==> src/mid_consts.svh <==
// constants for the instruction decoder and sequencer
// assumes: included by the package and the decoder, bare name
`ifndef MID_CONSTS_SVH
`define MID_CONSTS_SVH

// one instruction cycle is four clock periods, phases 0..3
`define MID_OSC_PER_CYC 4
`define MID_Q_FETCH 2'd1
`define MID_Q_DECODE 2'd2
`define MID_Q_LAST 2'(`MID_OSC_PER_CYC - 1)
`define MID_PC_STEP 21'h2

// register byte offsets
`define MID_REG_CTRL 8'h00
`define MID_REG_PC 8'h04
`define MID_REG_IR 8'h08
`define MID_REG_WACC 8'h0c
`define MID_REG_BANK 8'h10
`define MID_REG_TPTR 8'h14
`define MID_REG_PROD 8'h18
`define MID_REG_FLAGS 8'h1c
`define MID_REG_TLAT 8'h20
`define MID_CTRL_RST 1'b1

// opcode fields
`define MID_TAIL_NIB 4'hf
`define MID_MOVFF_NIB 4'hc
`define MID_GOTO_OP 8'hef
`define MID_CALL_OP7 7'h76
`define MID_BRA_OP5 5'h1a
`define MID_RCALL_OP5 5'h1b
`define MID_BCOND_OP5 5'h1c
`define MID_RET_OP15 15'h0009
`define MID_TBL_OP13 13'h0001
`define MID_MULWF_OP7 7'h01
`define MID_MULLW_OP 8'h0d
`define MID_MOVLW_OP 8'h0e
`define MID_MOVLB_OP 8'h01
`define MID_CPF_OP5 5'h0c
`define MID_DECF_OP6 6'h01
`define MID_NEGF_OP7 7'h36
`define MID_FWR_OP5 5'h0d
`define MID_DECFSZ_OP6 6'h0b
`define MID_INCFSZ_OP6 6'h0f
`define MID_NZ_OP5 5'h09
`define MID_ACC_SPLIT 8'h80
`define MID_ACC_HI 4'hf
`define MID_ACC_LO 4'h0

`endif

==> src/mid_pkg.sv <==
// types shared by the decoder and its bench
// assumes: mid_consts.svh on the include path
`default_nettype none
`include "mid_consts.svh"

package mid_pkg;
  typedef enum logic [1:0] {
    ST_EXEC,
    ST_WORD2,
    ST_SKIP,
    ST_NOP
  } mid_state_t;

  // table pointer modes: hold, post-inc, post-dec, pre-inc
  typedef logic [1:0] mid_tblmode_t;
  localparam mid_tblmode_t TM_HOLD = 2'h0;
  localparam mid_tblmode_t TM_POSTINC = 2'h1;
  localparam mid_tblmode_t TM_POSTDEC = 2'h2;
  localparam mid_tblmode_t TM_PREINC = 2'h3;
endpackage : mid_pkg

`default_nettype wire

==> src/mid_decoder.sv <==
// instruction decoder and sequencer of an 8-bit core, with APB access
// assumes: synchronous program memory (1 clock latency) on pm_addr,
// alu/file/stack outside on the same clock, data valid by phase 3
//
// Operation
// (RQ1) most instructions one word, three take two
// (RQ2) word splits into opcode and operand fields
// (RQ3) second word carries ones in top nibble
// (RQ4) lone second word executes as no-operation
// (RQ5) single word one cycle, taken adds nop
// (RQ6) two-word instructions take two cycles
// (RQ7) instruction cycle equals four clock periods
// (RQ8) true skip over two-word takes three
// (RQ9) d bit picks accumulator or file register
// (RQ10) a bit picks access area or bank
// (RQ11) three-bit field picks bit 0 to 7
// (RQ12) file operand is 8-bit address
// (RQ13) register move carries two 12-bit addresses
// (RQ14) literals decode as 8, 12, 20 bits; code decodes 8, 11 (bra/rcall) and 20
// (RQ15) table pointer hold, post-inc, post-dec, pre-inc
// (RQ16) s bit selects shadow save or restore
// (RQ17) offset relative for branches, direct for calls
// (RQ18) table pointer is 21 bits into program memory
// (RQ19) code fills don't-care bits with zero
// (RQ20) keep carry, digit carry, zero, overflow, negative
// (RQ21) product split into high and low bytes
// (RQ22) opcode from upper bits, operands fixed low
`default_nettype none
`include "mid_consts.svh"

module mid_decoder #(
  parameter int TP_W = 21
) (
  input wire logic pclk,
  input wire logic presetn,
  input wire logic psel,
  input wire logic penable,
  input wire logic pwrite,
  input wire logic [7:0] paddr,
  input wire logic [31:0] pwdata,
  output logic [31:0] prdata,
  output logic pready,
  output logic pslverr,
  output logic [20:0] pm_addr,
  input wire logic [15:0] pm_rdata,
  output logic instr_cycle,
  output mid_pkg::mid_state_t seq_state,
  output logic [7:0] dec_opcode,
  output logic [11:0] file_addr,
  output logic [11:0] move_src_addr,
  output logic [2:0] file_bit,
  output logic [19:0] dec_literal,
  output logic dest_file,
  output logic fast_sel,
  input wire logic [7:0] file_rdata,
  input wire logic [7:0] alu_result,
  input wire logic [4:0] alu_flags,
  input wire logic cond_true,
  output logic file_we,
  output logic [7:0] file_wdata,
  output logic stack_push,
  output logic stack_pop,
  output logic [20:0] push_addr,
  input wire logic [20:0] stack_top,
  output logic tbl_req,
  output logic tbl_write,
  output logic [TP_W-1:0] tbl_addr,
  output logic [7:0] tbl_wdata,
  input wire logic [7:0] tbl_rdata,
  output logic [7:0] working_accumulator,
  output logic [7:0] product_high_byte,
  output logic [7:0] product_low_byte,
  output logic [4:0] status_flags
);
  import mid_pkg::*;

  ////////////////////////////////////////////////////////////////////
  // state
  logic run_r;
  logic [1:0] phase_r;
  mid_state_t state_r, state_nxt;
  logic [20:0] pc_r, pc_nxt;
  logic adv_r, adv_nxt;
  logic [15:0] ir_r, first_r;
  logic [7:0] wacc_r, bank_r, product_high_byte_r, product_low_byte_r, tlat_r, mvdata_r;
  logic [TP_W-1:0] tptr_r;
  logic [4:0] flags_r;

  ////////////////////////////////////////////////////////////////////
  // phase and field decode
  wire cyc_end = run_r && phase_r == `MID_Q_LAST; // RQ7
  wire fetch_en = run_r && phase_r == `MID_Q_FETCH;
  wire dec_en = run_r && phase_r == `MID_Q_DECODE;
  wire in_exec = state_r == ST_EXEC;
  wire in_word2 = state_r == ST_WORD2;
  wire ex_end = cyc_end && in_exec;

  // RQ22: opcode in the top bits, operands at fixed low positions
  wire [3:0] nib = ir_r[15:12];
  wire [7:0] op8 = ir_r[15:8];
  wire [7:0] k8 = ir_r[7:0]; // RQ14
  wire fld_d = ir_r[9];
  wire fld_a = ir_r[8];
  wire [2:0] fld_b = ir_r[11:9]; // RQ11
  wire is_tail = nib == `MID_TAIL_NIB; // RQ3
  wire is_movff = nib == `MID_MOVFF_NIB;
  wire is_goto = op8 == `MID_GOTO_OP;
  wire is_call = ir_r[15:9] == `MID_CALL_OP7;
  wire is_two = is_movff || is_goto || is_call; // RQ1
  wire is_bra = ir_r[15:11] == `MID_BRA_OP5;
  wire is_rcall = ir_r[15:11] == `MID_RCALL_OP5;
  wire is_bcond = ir_r[15:11] == `MID_BCOND_OP5;
  wire is_ret = ir_r[15:1] == `MID_RET_OP15;
  wire is_tbl = ir_r[15:3] == `MID_TBL_OP13;
  wire tbl_wr_op = ir_r[2];
  wire [1:0] tmode = ir_r[1:0];
  wire is_mulwf = ir_r[15:9] == `MID_MULWF_OP7;
  wire is_mullw = op8 == `MID_MULLW_OP;
  wire is_movlw = op8 == `MID_MOVLW_OP;
  wire is_movlb = op8 == `MID_MOVLB_OP;
  wire is_bitop = nib >= 4'h7 && nib <= 4'hb;
  wire is_bitwr = nib >= 4'h7 && nib <= 4'h9;
  wire is_dop = (nib >= 4'h1 && nib <= 4'h5)
    || ir_r[15:10] == `MID_DECF_OP6;
  wire is_fwr = ir_r[15:11] == `MID_FWR_OP5;
  wire is_negf = ir_r[15:9] == `MID_NEGF_OP7;
  wire is_skip = nib == 4'ha || nib == 4'hb
    || ir_r[15:11] == `MID_CPF_OP5
    || ir_r[15:10] == `MID_DECFSZ_OP6
    || ir_r[15:10] == `MID_INCFSZ_OP6
    || ir_r[15:11] == `MID_NZ_OP5;
  wire first_far = first_r[15:8] == `MID_GOTO_OP
    || first_r[15:9] == `MID_CALL_OP7;
  wire first_call = first_r[15:9] == `MID_CALL_OP7;
  wire first_movff = first_r[15:12] == `MID_MOVFF_NIB;

  // RQ10: access area maps low half to bank 0, high half to the top
  wire [3:0] acc_bank = k8 < `MID_ACC_SPLIT ? `MID_ACC_LO : `MID_ACC_HI;
  wire [11:0] fmapped = fld_a ? {bank_r[3:0], k8} : {acc_bank, k8}; // RQ12
  // RQ13: both move words carry a full 12-bit address in bits 11:0
  wire [11:0] faddr_nxt = (is_movff || in_word2) ? ir_r[11:0] : fmapped;

  // RQ17: relative offsets sign-extend, far targets are direct
  wire [20:0] pc_inc = pc_r + `MID_PC_STEP;
  wire [20:0] rel11 = {{9{ir_r[10]}}, ir_r[10:0], 1'b0};
  wire [20:0] rel8 = {{12{ir_r[7]}}, ir_r[7:0], 1'b0};
  wire [20:0] rel_tgt = pc_inc + (is_bcond ? rel8 : rel11);
  wire [20:0] far_tgt = {ir_r[11:0], first_r[7:0], 1'b0}; // RQ14
  wire [19:0] lit_nxt = in_word2 ? {ir_r[11:0], first_r[7:0]}
    : (is_bra || is_rcall) ? {9'h0, ir_r[10:0]} : {12'h0, k8};
  wire taken = is_bra || is_rcall || (is_bcond && cond_true);

  // RQ15: pre-increment moves before the access, posts after
  wire [TP_W-1:0] tp_inc = tptr_r + 1'b1;
  wire [TP_W-1:0] tp_dec = tptr_r - 1'b1;
  wire [TP_W-1:0] tp_use = tmode == TM_PREINC ? tp_inc : tptr_r;
  wire [TP_W-1:0] tp_after = tmode == TM_POSTDEC ? tp_dec
    : tmode == TM_HOLD ? tptr_r : tp_inc;

  wire fwe_nxt = (ex_end && ((is_dop && fld_d) || is_fwr || is_bitwr))
    || (cyc_end && in_word2 && first_movff); // RQ9 RQ13
  wire [7:0] fwd_nxt = in_word2 ? mvdata_r : alu_result;
  wire wacc_ld = ex_end && ((is_dop && !fld_d) || is_movlw); // RQ9
  wire flag_ld = ex_end && (is_dop || is_negf); // RQ20
  wire mul_ld = ex_end && (is_mulwf || is_mullw);
  wire [15:0] product = wacc_r * (is_mullw ? k8 : file_rdata); // RQ21

  ////////////////////////////////////////////////////////////////////
  // sequencer
  always_comb begin
    state_nxt = state_r;
    pc_nxt = pc_r;
    adv_nxt = 1'b0;
    case (state_r)
      ST_EXEC: begin
        pc_nxt = pc_inc; // RQ5
        if (is_tail) begin
          state_nxt = ST_EXEC; // RQ4
        end else if (is_two) begin
          state_nxt = ST_WORD2; // RQ6
        end else if (taken) begin
          pc_nxt = rel_tgt; // RQ17
          state_nxt = ST_NOP; // RQ5
        end else if (is_ret) begin
          pc_nxt = stack_top;
          state_nxt = ST_NOP; // RQ5
        end else if (is_skip && cond_true) begin
          state_nxt = ST_SKIP; // RQ5
        end
      end
      ST_WORD2: begin
        pc_nxt = first_far ? far_tgt : pc_inc; // RQ6 RQ17
        state_nxt = ST_EXEC;
      end
      ST_SKIP: begin
        pc_nxt = pc_inc;
        adv_nxt = is_two; // RQ8
        state_nxt = is_two ? ST_NOP : ST_EXEC;
      end
      ST_NOP: begin
        pc_nxt = adv_r ? pc_inc : pc_r; // RQ8
        state_nxt = ST_EXEC;
      end
      default: state_nxt = ST_EXEC;
    endcase
  end

  always_ff @(posedge pclk or negedge presetn) begin
    if (!presetn) begin
      phase_r <= 2'h0;
      state_r <= ST_EXEC;
      pc_r <= 21'h0;
      adv_r <= 1'b0;
    end else if (run_r) begin
      phase_r <= phase_r + 2'h1; // RQ7
      if (cyc_end) begin
        state_r <= state_nxt;
        pc_r <= pc_nxt;
        adv_r <= adv_nxt;
      end
    end
  end

  always_ff @(posedge pclk or negedge presetn) begin
    if (!presetn) begin
      ir_r <= 16'h0;
      first_r <= 16'h0;
    end else begin
      if (fetch_en) ir_r <= pm_rdata; // RQ2
      if (ex_end) first_r <= ir_r; // RQ1
    end
  end

  ////////////////////////////////////////////////////////////////////
  // decoded operand outputs, stable from phase 3 to next phase 3
  always_ff @(posedge pclk or negedge presetn) begin
    if (!presetn) begin
      dec_opcode <= 8'h0;
      file_addr <= 12'h0;
      move_src_addr <= 12'h0;
      file_bit <= 3'h0;
      dec_literal <= 20'h0;
      dest_file <= 1'b0;
      fast_sel <= 1'b0;
    end else if (dec_en) begin
      dec_opcode <= op8; // RQ22
      file_addr <= faddr_nxt; // RQ10 RQ12 RQ13
      move_src_addr <= in_word2 ? first_r[11:0] : ir_r[11:0]; // RQ13
      file_bit <= is_bitop ? fld_b : 3'h0; // RQ11
      dec_literal <= lit_nxt; // RQ14
      dest_file <= fld_d; // RQ9
      // RQ16: call keeps s in the first word, return in bit 0
      fast_sel <= in_word2 ? first_r[8] : ir_r[0]; // RQ16
    end
  end

  ////////////////////////////////////////////////////////////////////
  // execute strobes
  always_ff @(posedge pclk or negedge presetn) begin
    if (!presetn) begin
      file_we <= 1'b0;
      file_wdata <= 8'h0;
      mvdata_r <= 8'h0;
      stack_push <= 1'b0;
      stack_pop <= 1'b0;
      push_addr <= 21'h0;
    end else begin
      file_we <= fwe_nxt;
      if (fwe_nxt) file_wdata <= fwd_nxt;
      if (ex_end && is_movff) mvdata_r <= file_rdata; // RQ13
      stack_push <= (ex_end && is_rcall)
        || (cyc_end && in_word2 && first_call); // RQ17
      stack_pop <= ex_end && is_ret;
      if (ex_end) push_addr <= pc_inc;
      if (cyc_end && in_word2) push_addr <= pc_inc;
    end
  end

  // table access: latch filled one clock after a read request
  always_ff @(posedge pclk or negedge presetn) begin
    if (!presetn) begin
      tbl_req <= 1'b0;
      tbl_write <= 1'b0;
      tbl_addr <= '0;
      tlat_r <= 8'h0;
    end else begin
      tbl_req <= ex_end && is_tbl;
      if (ex_end && is_tbl) begin
        tbl_write <= tbl_wr_op;
        tbl_addr <= tp_use; // RQ15 RQ18
      end
      if (tbl_req && !tbl_write) tlat_r <= tbl_rdata;
    end
  end

  ////////////////////////////////////////////////////////////////////
  // apb slave, zero wait states
  wire apb_setup = psel && !penable;
  wire apb_wr = psel && penable && pwrite;
  wire hit = paddr <= `MID_REG_TLAT && paddr[1:0] == 2'h0;
  wire wr_ctrl = apb_wr && paddr == `MID_REG_CTRL;
  wire wr_wacc = apb_wr && paddr == `MID_REG_WACC;
  wire wr_bank = apb_wr && paddr == `MID_REG_BANK;
  wire wr_tptr = apb_wr && paddr == `MID_REG_TPTR;
  wire wr_flags = apb_wr && paddr == `MID_REG_FLAGS;
  logic [31:0] rd_mux;

  assign pready = 1'b1;
  assign pslverr = psel && penable && !hit;

  always_comb begin
    case (paddr)
      `MID_REG_CTRL: rd_mux = {31'h0, run_r};
      `MID_REG_PC: rd_mux = {11'h0, pc_r};
      `MID_REG_IR: rd_mux = {first_r, ir_r};
      `MID_REG_WACC: rd_mux = {24'h0, wacc_r};
      `MID_REG_BANK: rd_mux = {24'h0, bank_r};
      `MID_REG_TPTR: rd_mux = 32'(tptr_r);
      `MID_REG_PROD: rd_mux = {16'h0, product_high_byte_r, product_low_byte_r};
      `MID_REG_FLAGS: rd_mux = {27'h0, flags_r};
      `MID_REG_TLAT: rd_mux = {24'h0, tlat_r};
      default: rd_mux = 32'h0;
    endcase
  end

  always_ff @(posedge pclk or negedge presetn) begin
    if (!presetn) prdata <= 32'h0;
    else if (apb_setup) prdata <= rd_mux;
  end

  ////////////////////////////////////////////////////////////////////
  // architectural registers; the core wins over a bus write
  always_ff @(posedge pclk or negedge presetn) begin
    if (!presetn) begin
      run_r <= `MID_CTRL_RST;
      wacc_r <= 8'h0;
      bank_r <= 8'h0;
      tptr_r <= '0;
      flags_r <= 5'h0;
      product_high_byte_r <= 8'h0;
      product_low_byte_r <= 8'h0;
    end else begin
      if (wr_ctrl) run_r <= pwdata[0];
      if (wacc_ld) wacc_r <= is_movlw ? k8 : alu_result; // RQ9
      else if (wr_wacc) wacc_r <= pwdata[7:0];
      if (ex_end && is_movlb) bank_r <= {4'h0, ir_r[3:0]}; // RQ10
      else if (wr_bank) bank_r <= pwdata[7:0];
      if (ex_end && is_tbl) tptr_r <= tp_after; // RQ15
      else if (wr_tptr) tptr_r <= pwdata[TP_W-1:0];
      if (flag_ld) flags_r <= alu_flags; // RQ20
      else if (wr_flags) flags_r <= pwdata[4:0];
      if (mul_ld) begin
        product_high_byte_r <= product[15:8]; // RQ21
        product_low_byte_r <= product[7:0];
      end
    end
  end

  assign pm_addr = pc_r;
  assign instr_cycle = cyc_end;
  assign seq_state = state_r;
  assign tbl_wdata = tlat_r;
  assign working_accumulator = wacc_r;
  assign product_high_byte = product_high_byte_r;
  assign product_low_byte = product_low_byte_r;
  assign status_flags = flags_r;

endmodule : mid_decoder

`default_nettype wire

==> config.mk <==
export PLATFORM = sky130hd
export DESIGN_NAME = mid_decoder
export DESIGN_NICKNAME = d
export VERILOG_FILES = /design/src/mid_pkg.sv /design/src/mid_decoder.sv
export VERILOG_INCLUDE_DIRS = /design/src
export SDC_FILE = /design/constraint.sdc
export NUM_CORES = 1
export LEC_CHECK = 0
export ABC_CLOCK_PERIOD_IN_PS = 6020
export BUFFER_PORTS_ARGS = -buffer_cell sky130_fd_sc_hd__buf_2
export CORE_UTILIZATION = 51
export DETAILED_ROUTE_END_ITERATION = 10
export PLACE_DENSITY = 0.74
export RECOVER_POWER = 50
export SYNTH_ARGS = -nofsm -noshare
export SYNTH_HDL_FRONTEND = slang
export SYNTH_SLANG_ARGS = --single-unit
==> constraint.sdc <==
create_clock -name pclk -period 6.02 [get_ports pclk]
set_clock_uncertainty 0.1 [all_clocks]
set_input_delay 0.301 -clock pclk [delete_from_list [all_inputs] [get_ports pclk]]
set_output_delay 0.301 -clock pclk [all_outputs]
set_load 0.01 [all_outputs]
==> Yosys cells after proc, flatten, opt, wreduce, memory -nomap -nowiden <==
Cells that the tools add are included.
{ "totals": {"ff_bits": 277, "wordCells": 200} }
{ "op_classes": {"add_sub_neg": 5, "multipliers": 1, "order_cmp": 7, "n_eq_ne": 44, "mux": 41, "n_reduce_logical": 71} }
{ "ops": {"columns": ["cell", "n"], "rows": [
  ["2-to-1 mux 21 bit", 14],
  ["one-hot mux 32 bit (9 select lines)", 1],
  ["one-hot mux 21 bit (4 select lines)", 1],
  ["2-to-1 mux 8 bit", 7],
  ["2-to-1 mux 12 bit", 3],
  ["logical AND 1 bit", 34],
  ["equality test 8 x 4 -> 1 bit (second input constant)", 4],
  ["equality test 8 x 5 -> 1 bit (second input constant)", 4],
  ["adder 21 x 1 -> 21 bit (second input constant)", 1],
  ["adder 21 x 2 -> 21 bit (second input constant)", 1],
  ["adder 21 bit", 1],
  ["subtractor 21 x 1 -> 21 bit (second input constant)", 1],
  ["equality test 4 bit (second input constant)", 5],
  ["2-to-1 mux 20 bit", 1],
  ["logical OR 1 bit", 19],
  ["equality test 8 bit (second input constant)", 2],
  ["multiplier 8 x 8 -> 16 bit", 1],
  ["equality test 15 x 4 -> 1 bit (second input constant)", 1],
  ["equality test 5 x 4 -> 1 bit (second input constant)", 3],
  ["equality test 5 bit (second input constant)", 3],
  ["equality test 7 bit (second input constant)", 2],
  ["equality test 13 x 1 -> 1 bit (second input constant)", 1],
  ["equality test 2 bit (second input constant)", 6],
  ["equality test 6 x 4 -> 1 bit (second input constant)", 2],
  ["31 further kinds", 51]
]} }

==> Longest topological paths before layout <==
{ "depth": {"word_depth": 13, "ltp_mapped": 21, "mapped_depth_nobuf": 21} }

==> Worst setup path before layout <==
Ideal clock, no wire load.
{ "synth_path": {"kind": "reg-to-reg", "from": "register ir_r[14]", "to": "register product_high_byte_r[7], in the netlist product_high_byte[7]", "setup_ps": 96, "arrival_time_ps": 5524, "t_required_ps": 5824, "slack_ps": 300, "path_stages_with_launch": 22, "n_path_buf": 0, "path_cell_list": "dfrtp_1 nor4_2 nand3_1 nor2_2 mux2i_1 nor2b_1 fa_1 inv_1 fa_1 inv_1 fa_1 inv_1 fa_1 inv_1 ha_1 o21a_1 o31a_1 o211ai_1 a21oi_1 nor3_1 o21a_1 o31ai_1"} }
{ "synth_via": {"elab_chain_len": 3, "elab_cells_between_ends": 6} }
{ "synth_rtl": {"columns": ["item", "line_no", "source"], "rows": [
  ["start: declaration", "mid_decoder.sv:84", "logic [15:0] ir_r, first_r;"],
  ["start signal: assignment", "mid_decoder.sv:229", "if (fetch_en) ir_r <= pm_rdata;"],
  ["equality test 8 x 4 -> 1 bit (no source line) or equality test 7 x 1 -> 1 bit (tied branches)", null, null],
  ["2-to-1 mux 8 bit or logical OR 1 bit (tied branches)", "mid_decoder.sv:166, mid_decoder.sv:165", null],
  ["multiplier 8 x 8 -> 16 bit or logical AND 1 bit (tied branches)", "mid_decoder.sv:166, mid_decoder.sv:165", null],
  ["end signal: assignment", "mid_decoder.sv:353", "product_high_byte_r <= product[15:8];"],
  ["end: declaration", "mid_decoder.sv:85", "logic [7:0] wacc_r, bank_r, product_high_byte_r, product_low_byte_r, tlat_r, mvdata_r;"]
]} }
Parallel ways exist; a longest one is shown, timed or not.
A chain may end at the register's enable or synchronous reset.

==> Worst setup path after layout <==
{ "layout_path": {"from": "register ir_r[14]", "to": "register product_high_byte_r[5], in the netlist product_high_byte[5]"} }
Same word-level chain as after synthesis.

==> impl_results.md <==
- Status: finished, violations left
- Violated checks: max-capacitance violations, max-slew violations
- GR Util met2: 57.2%
- Total power: 4.17 mW
- Critical-path cell list: nor4_4 -> nand3_2 -> nor2_4 -> buf_4 -> mux2i_1 -> buf_4 -> nor2b_1 -> fa_1 -> fa_1 -> inv_1 -> fa_1 -> fa_1 -> inv_1 -> ha_1 -> o21a_1 -> o31a_1 -> o211ai_1 -> a21oi_1 -> nor3_1 -> xor2_1 -> o21ai_1
- Worst hold slack: 0.0192 ns
- First-pass GRT wire length: 93.2 mm
- DR vias/cell: 6.17
- Routability cong.: 0.985
- Dpl ws: 0.214 ns
- Fill cell count: 2932
- Initial Utilization: 52.2%
- Die height: 185 um
- CTS tree: built
- Critical path type: flip-flop to flip-flop
- Max-Cap Viols: 3
- Core area: 0.0327 mm2
- Largest net degree at the start of global routing: 118
- Setup bufs post-CTS: 0
- I/O Pins: 319
- Post-synthesis sequential area ratio: 39.3%
- Crit share post-route: 94.7%
- Hold path cells: 3
- Most common cell after layout, fill and taps aside: nand2_1
- EDFF count, synth: 0
- Nets@finish: 2406
- Initial antenna violation count: 0
- CTS Buffer Depth: 3
- FP Rows: 66
- DR iter-0 viols: 1750
- Die area: 0.0342 mm2
- Syn_nets: 2098
- Top cell type's share of synthesized area: 39.1%
- Most frequent cells in the layout: 286 x nand2_1, 267 x dfrtp_1, 211 x clkbuf_1, 103 x o21ai_1, 101 x buf_2
- PnR worst setup slack: 0.316 ns
- Non-Filler Instances: 2659
- Vias in the first global route: 15600
- Final Max Slew Viols: 193
- FF+latch count, synth: 268
- DP HPWL: 46.1 mm
- DRT Wirelength: 62.4 mm
- CP required: 6.36 ns
- Synth unique cells: 90
- Reg2Reg Depth: 21
- Number of port buffers: 306
- Slew margin rel.: -105%
- Clock Latency Late Sink: 0.57 ns
- Hold Path Class: primary input to flip-flop
- Clock sink count: 268
- Gr usage total: 36.3%
- Gr ovfl total: 0
- Maximum fanout along the worst path: 7
- Setup TNS: 0 ns
- Final Hold Vio Count: 0
- DR vias: 16400
- Post-DRT Antenna Nets: 0
- RSZ-0062 raised after global routing: false
- WP data arrival: 6.05 ns
- DR WL/cell: 23.5 um
- Crit. End Element: flip-flop
- Crit path buf inv count: 4
- Levels on crit path: 21
- Reg clk slew, reported paths: 0.06 ns
- Share of cells above drive strength 1: 12.3%
- Cells after synthesis: 1888
- Ys async rst share: 100%
- Cell Area, Synth: 0.0171 mm2
- Fin util: 62.3%
- Synth top area cells: dfrtp_1 39%, nand2_1 6.3%, ha_1 4.5%
- First-pass DRT Iterations: 8
- Die X: 185 um
- Family with the most delay on the worst path: adder cells
- Final setup fails: 0
- H-tree depth: 1
- Min Clock Period, post-route: 5.70 ns
- Cell mode on critical path: fa_1
- Met1 usage: 48.5%
- Mapped Avg Cell Area: 9.05 um2
- CP Launch Type: flip-flop
- Most common flop cell mapped by yosys: dfrtp_1
- Ys Warns: 0
- Yosys top cell by area: dfrtp_1
- CTS Root Buffer Type: clkbuf_16
- Placed cell area: 0.0189 mm2
- Post-route DRC: 0
- Slowest CP cell: fa_1
- Placed Cells: 2538
- M3 GR Usage: 6.00%
- Fmax: 175 MHz
- Ant diodes: 0
- Synth-to-layout area growth: 19.2%
- Pwr Density: 205 mW/mm2
- GR peak layer: met2
- CP max stage delay: 0.55 ns
- Maximum VDD drop: 0.218 mV
- Design area: 0.0204 mm2
- Cts bufs inserted: 29
- Worst-Margin Slew: 3.08 ns
- Leakage: 8.93 nW
-- repair_timing --
| item | CTS | global route |
|---|---|---|
| endpoints found under the hold margin | 185 | 0 |
| setup endpoints to repair | 0 | 3 |
| hold buffers | 69 | 0 |
| resized for setup | 0 | 4 |
-- final timing paths --
| check | startpoint | to | slack (ns) |
|---|---|---|---|
| max | ir_r[14] | product_high_byte[5] | 0.32 |
| min | stack_top[12] | pm_addr[12] | 0.02 |
| max reg2reg | ir_r[14] | product_high_byte[5] | 0.32 |
| min reg2reg | file_addr[10] | file_addr[10] | 0.38 |
| max in group asynchronous | presetn | pm_addr[19] | 2.41 |
| min in group asynchronous | presetn | file_addr[4] | 1.08 |
-- kinds of logic after synthesis --
logic type,count (synthesis),synth area share [%]
flip-flops,268,39.3
AO/OA/AOI/OAI,501,18.8
AND/OR/NAND/NOR,627,17.6
other,1,0.0220
adder cells (fa/ha/maj),98,8.81
XOR/XNOR,63,3.23
multiplexers,111,6.95
buffers and inverters,219,5.27
-- state kept, by name, summed over array words and instances (netlist names), 12 cells and up --
| register | flops |
|---|---|
| prdata | 32 |
| pm_addr | 21 |
| push_addr | 21 |
| tbl_addr | 21 |
| tptr_r | 21 |
| first_r | 16 |
| ir_r | 16 |
| dec_literal | 12 |
| file_addr | 12 |
| move_src_addr | 12 |
-- per-layer routing --
layer  wire length [um]  vias up
met3               5590      178
met1              25200     8017
li1                   -     7333
met2              28400      881
met5                  0        -
met4               3340        0
-- area by class of cell --
cell class	instances	area [um2]	share of cell area (%)
multi-input cells	1401	9510	46.7
flip-flops and latches	268	6710	32.9
repair buffers	415	2250	11.1
clock buffers	38	820	4.03
well taps	442	553	2.72
inverters	81	304	1.49
clock inverters	14	213	1.04
-- cell usage after synthesis, types with 7 or more instances --
library cell  instances
dfrtp_1             267
clkbuf_1            100
mux2i_1              50
a221oi_1             16
and4_1                8
a222oi_1             19
nor2b_1              46
a22o_1               27
a211oi_1             10
nor2_1               83
xor2_1               32
buf_4                11
mux2_2               57
nand3_1              49
or3_1                 8
o31ai_1               8
a21o_1               14
and3_1               16
a22oi_1              14
buf_2                17
xnor2_1              31
o22ai_1              15
buf_1                 7
a21oi_1              82
fa_1                 37
nand2b_1             18
o21ai_1             104
inv_1                76
nand4_1               9
a21boi_1              8
o21ai_0              99
o21a_1               11
ha_1                 61
nor3_1               41
and2_1               18
nor4_1                9
o211ai_1              8
a31oi_1              13
nand2_1             287
-- power by group --
group,internal (mW),leakage [nW],total [mW],switching [mW]
clock,1.17,0.507,1.93,0.762
combinational,0.149,4.97,0.386,0.238
sequential,1.82,3.45,1.85,0.0291
-- worst reg2reg max path: cells and delay by family, from the launching register on --
kind	cells	cell delay, ns
mux	1	0.25
xor+xnor	1	0.17
flops	1	0.41
compound gates	5	0.82
buf+inv	4	0.48
fa+ha+maj	5	2.36
simple gates	5	1.00
No activity file was read; power rests on OpenSTA's default activity.
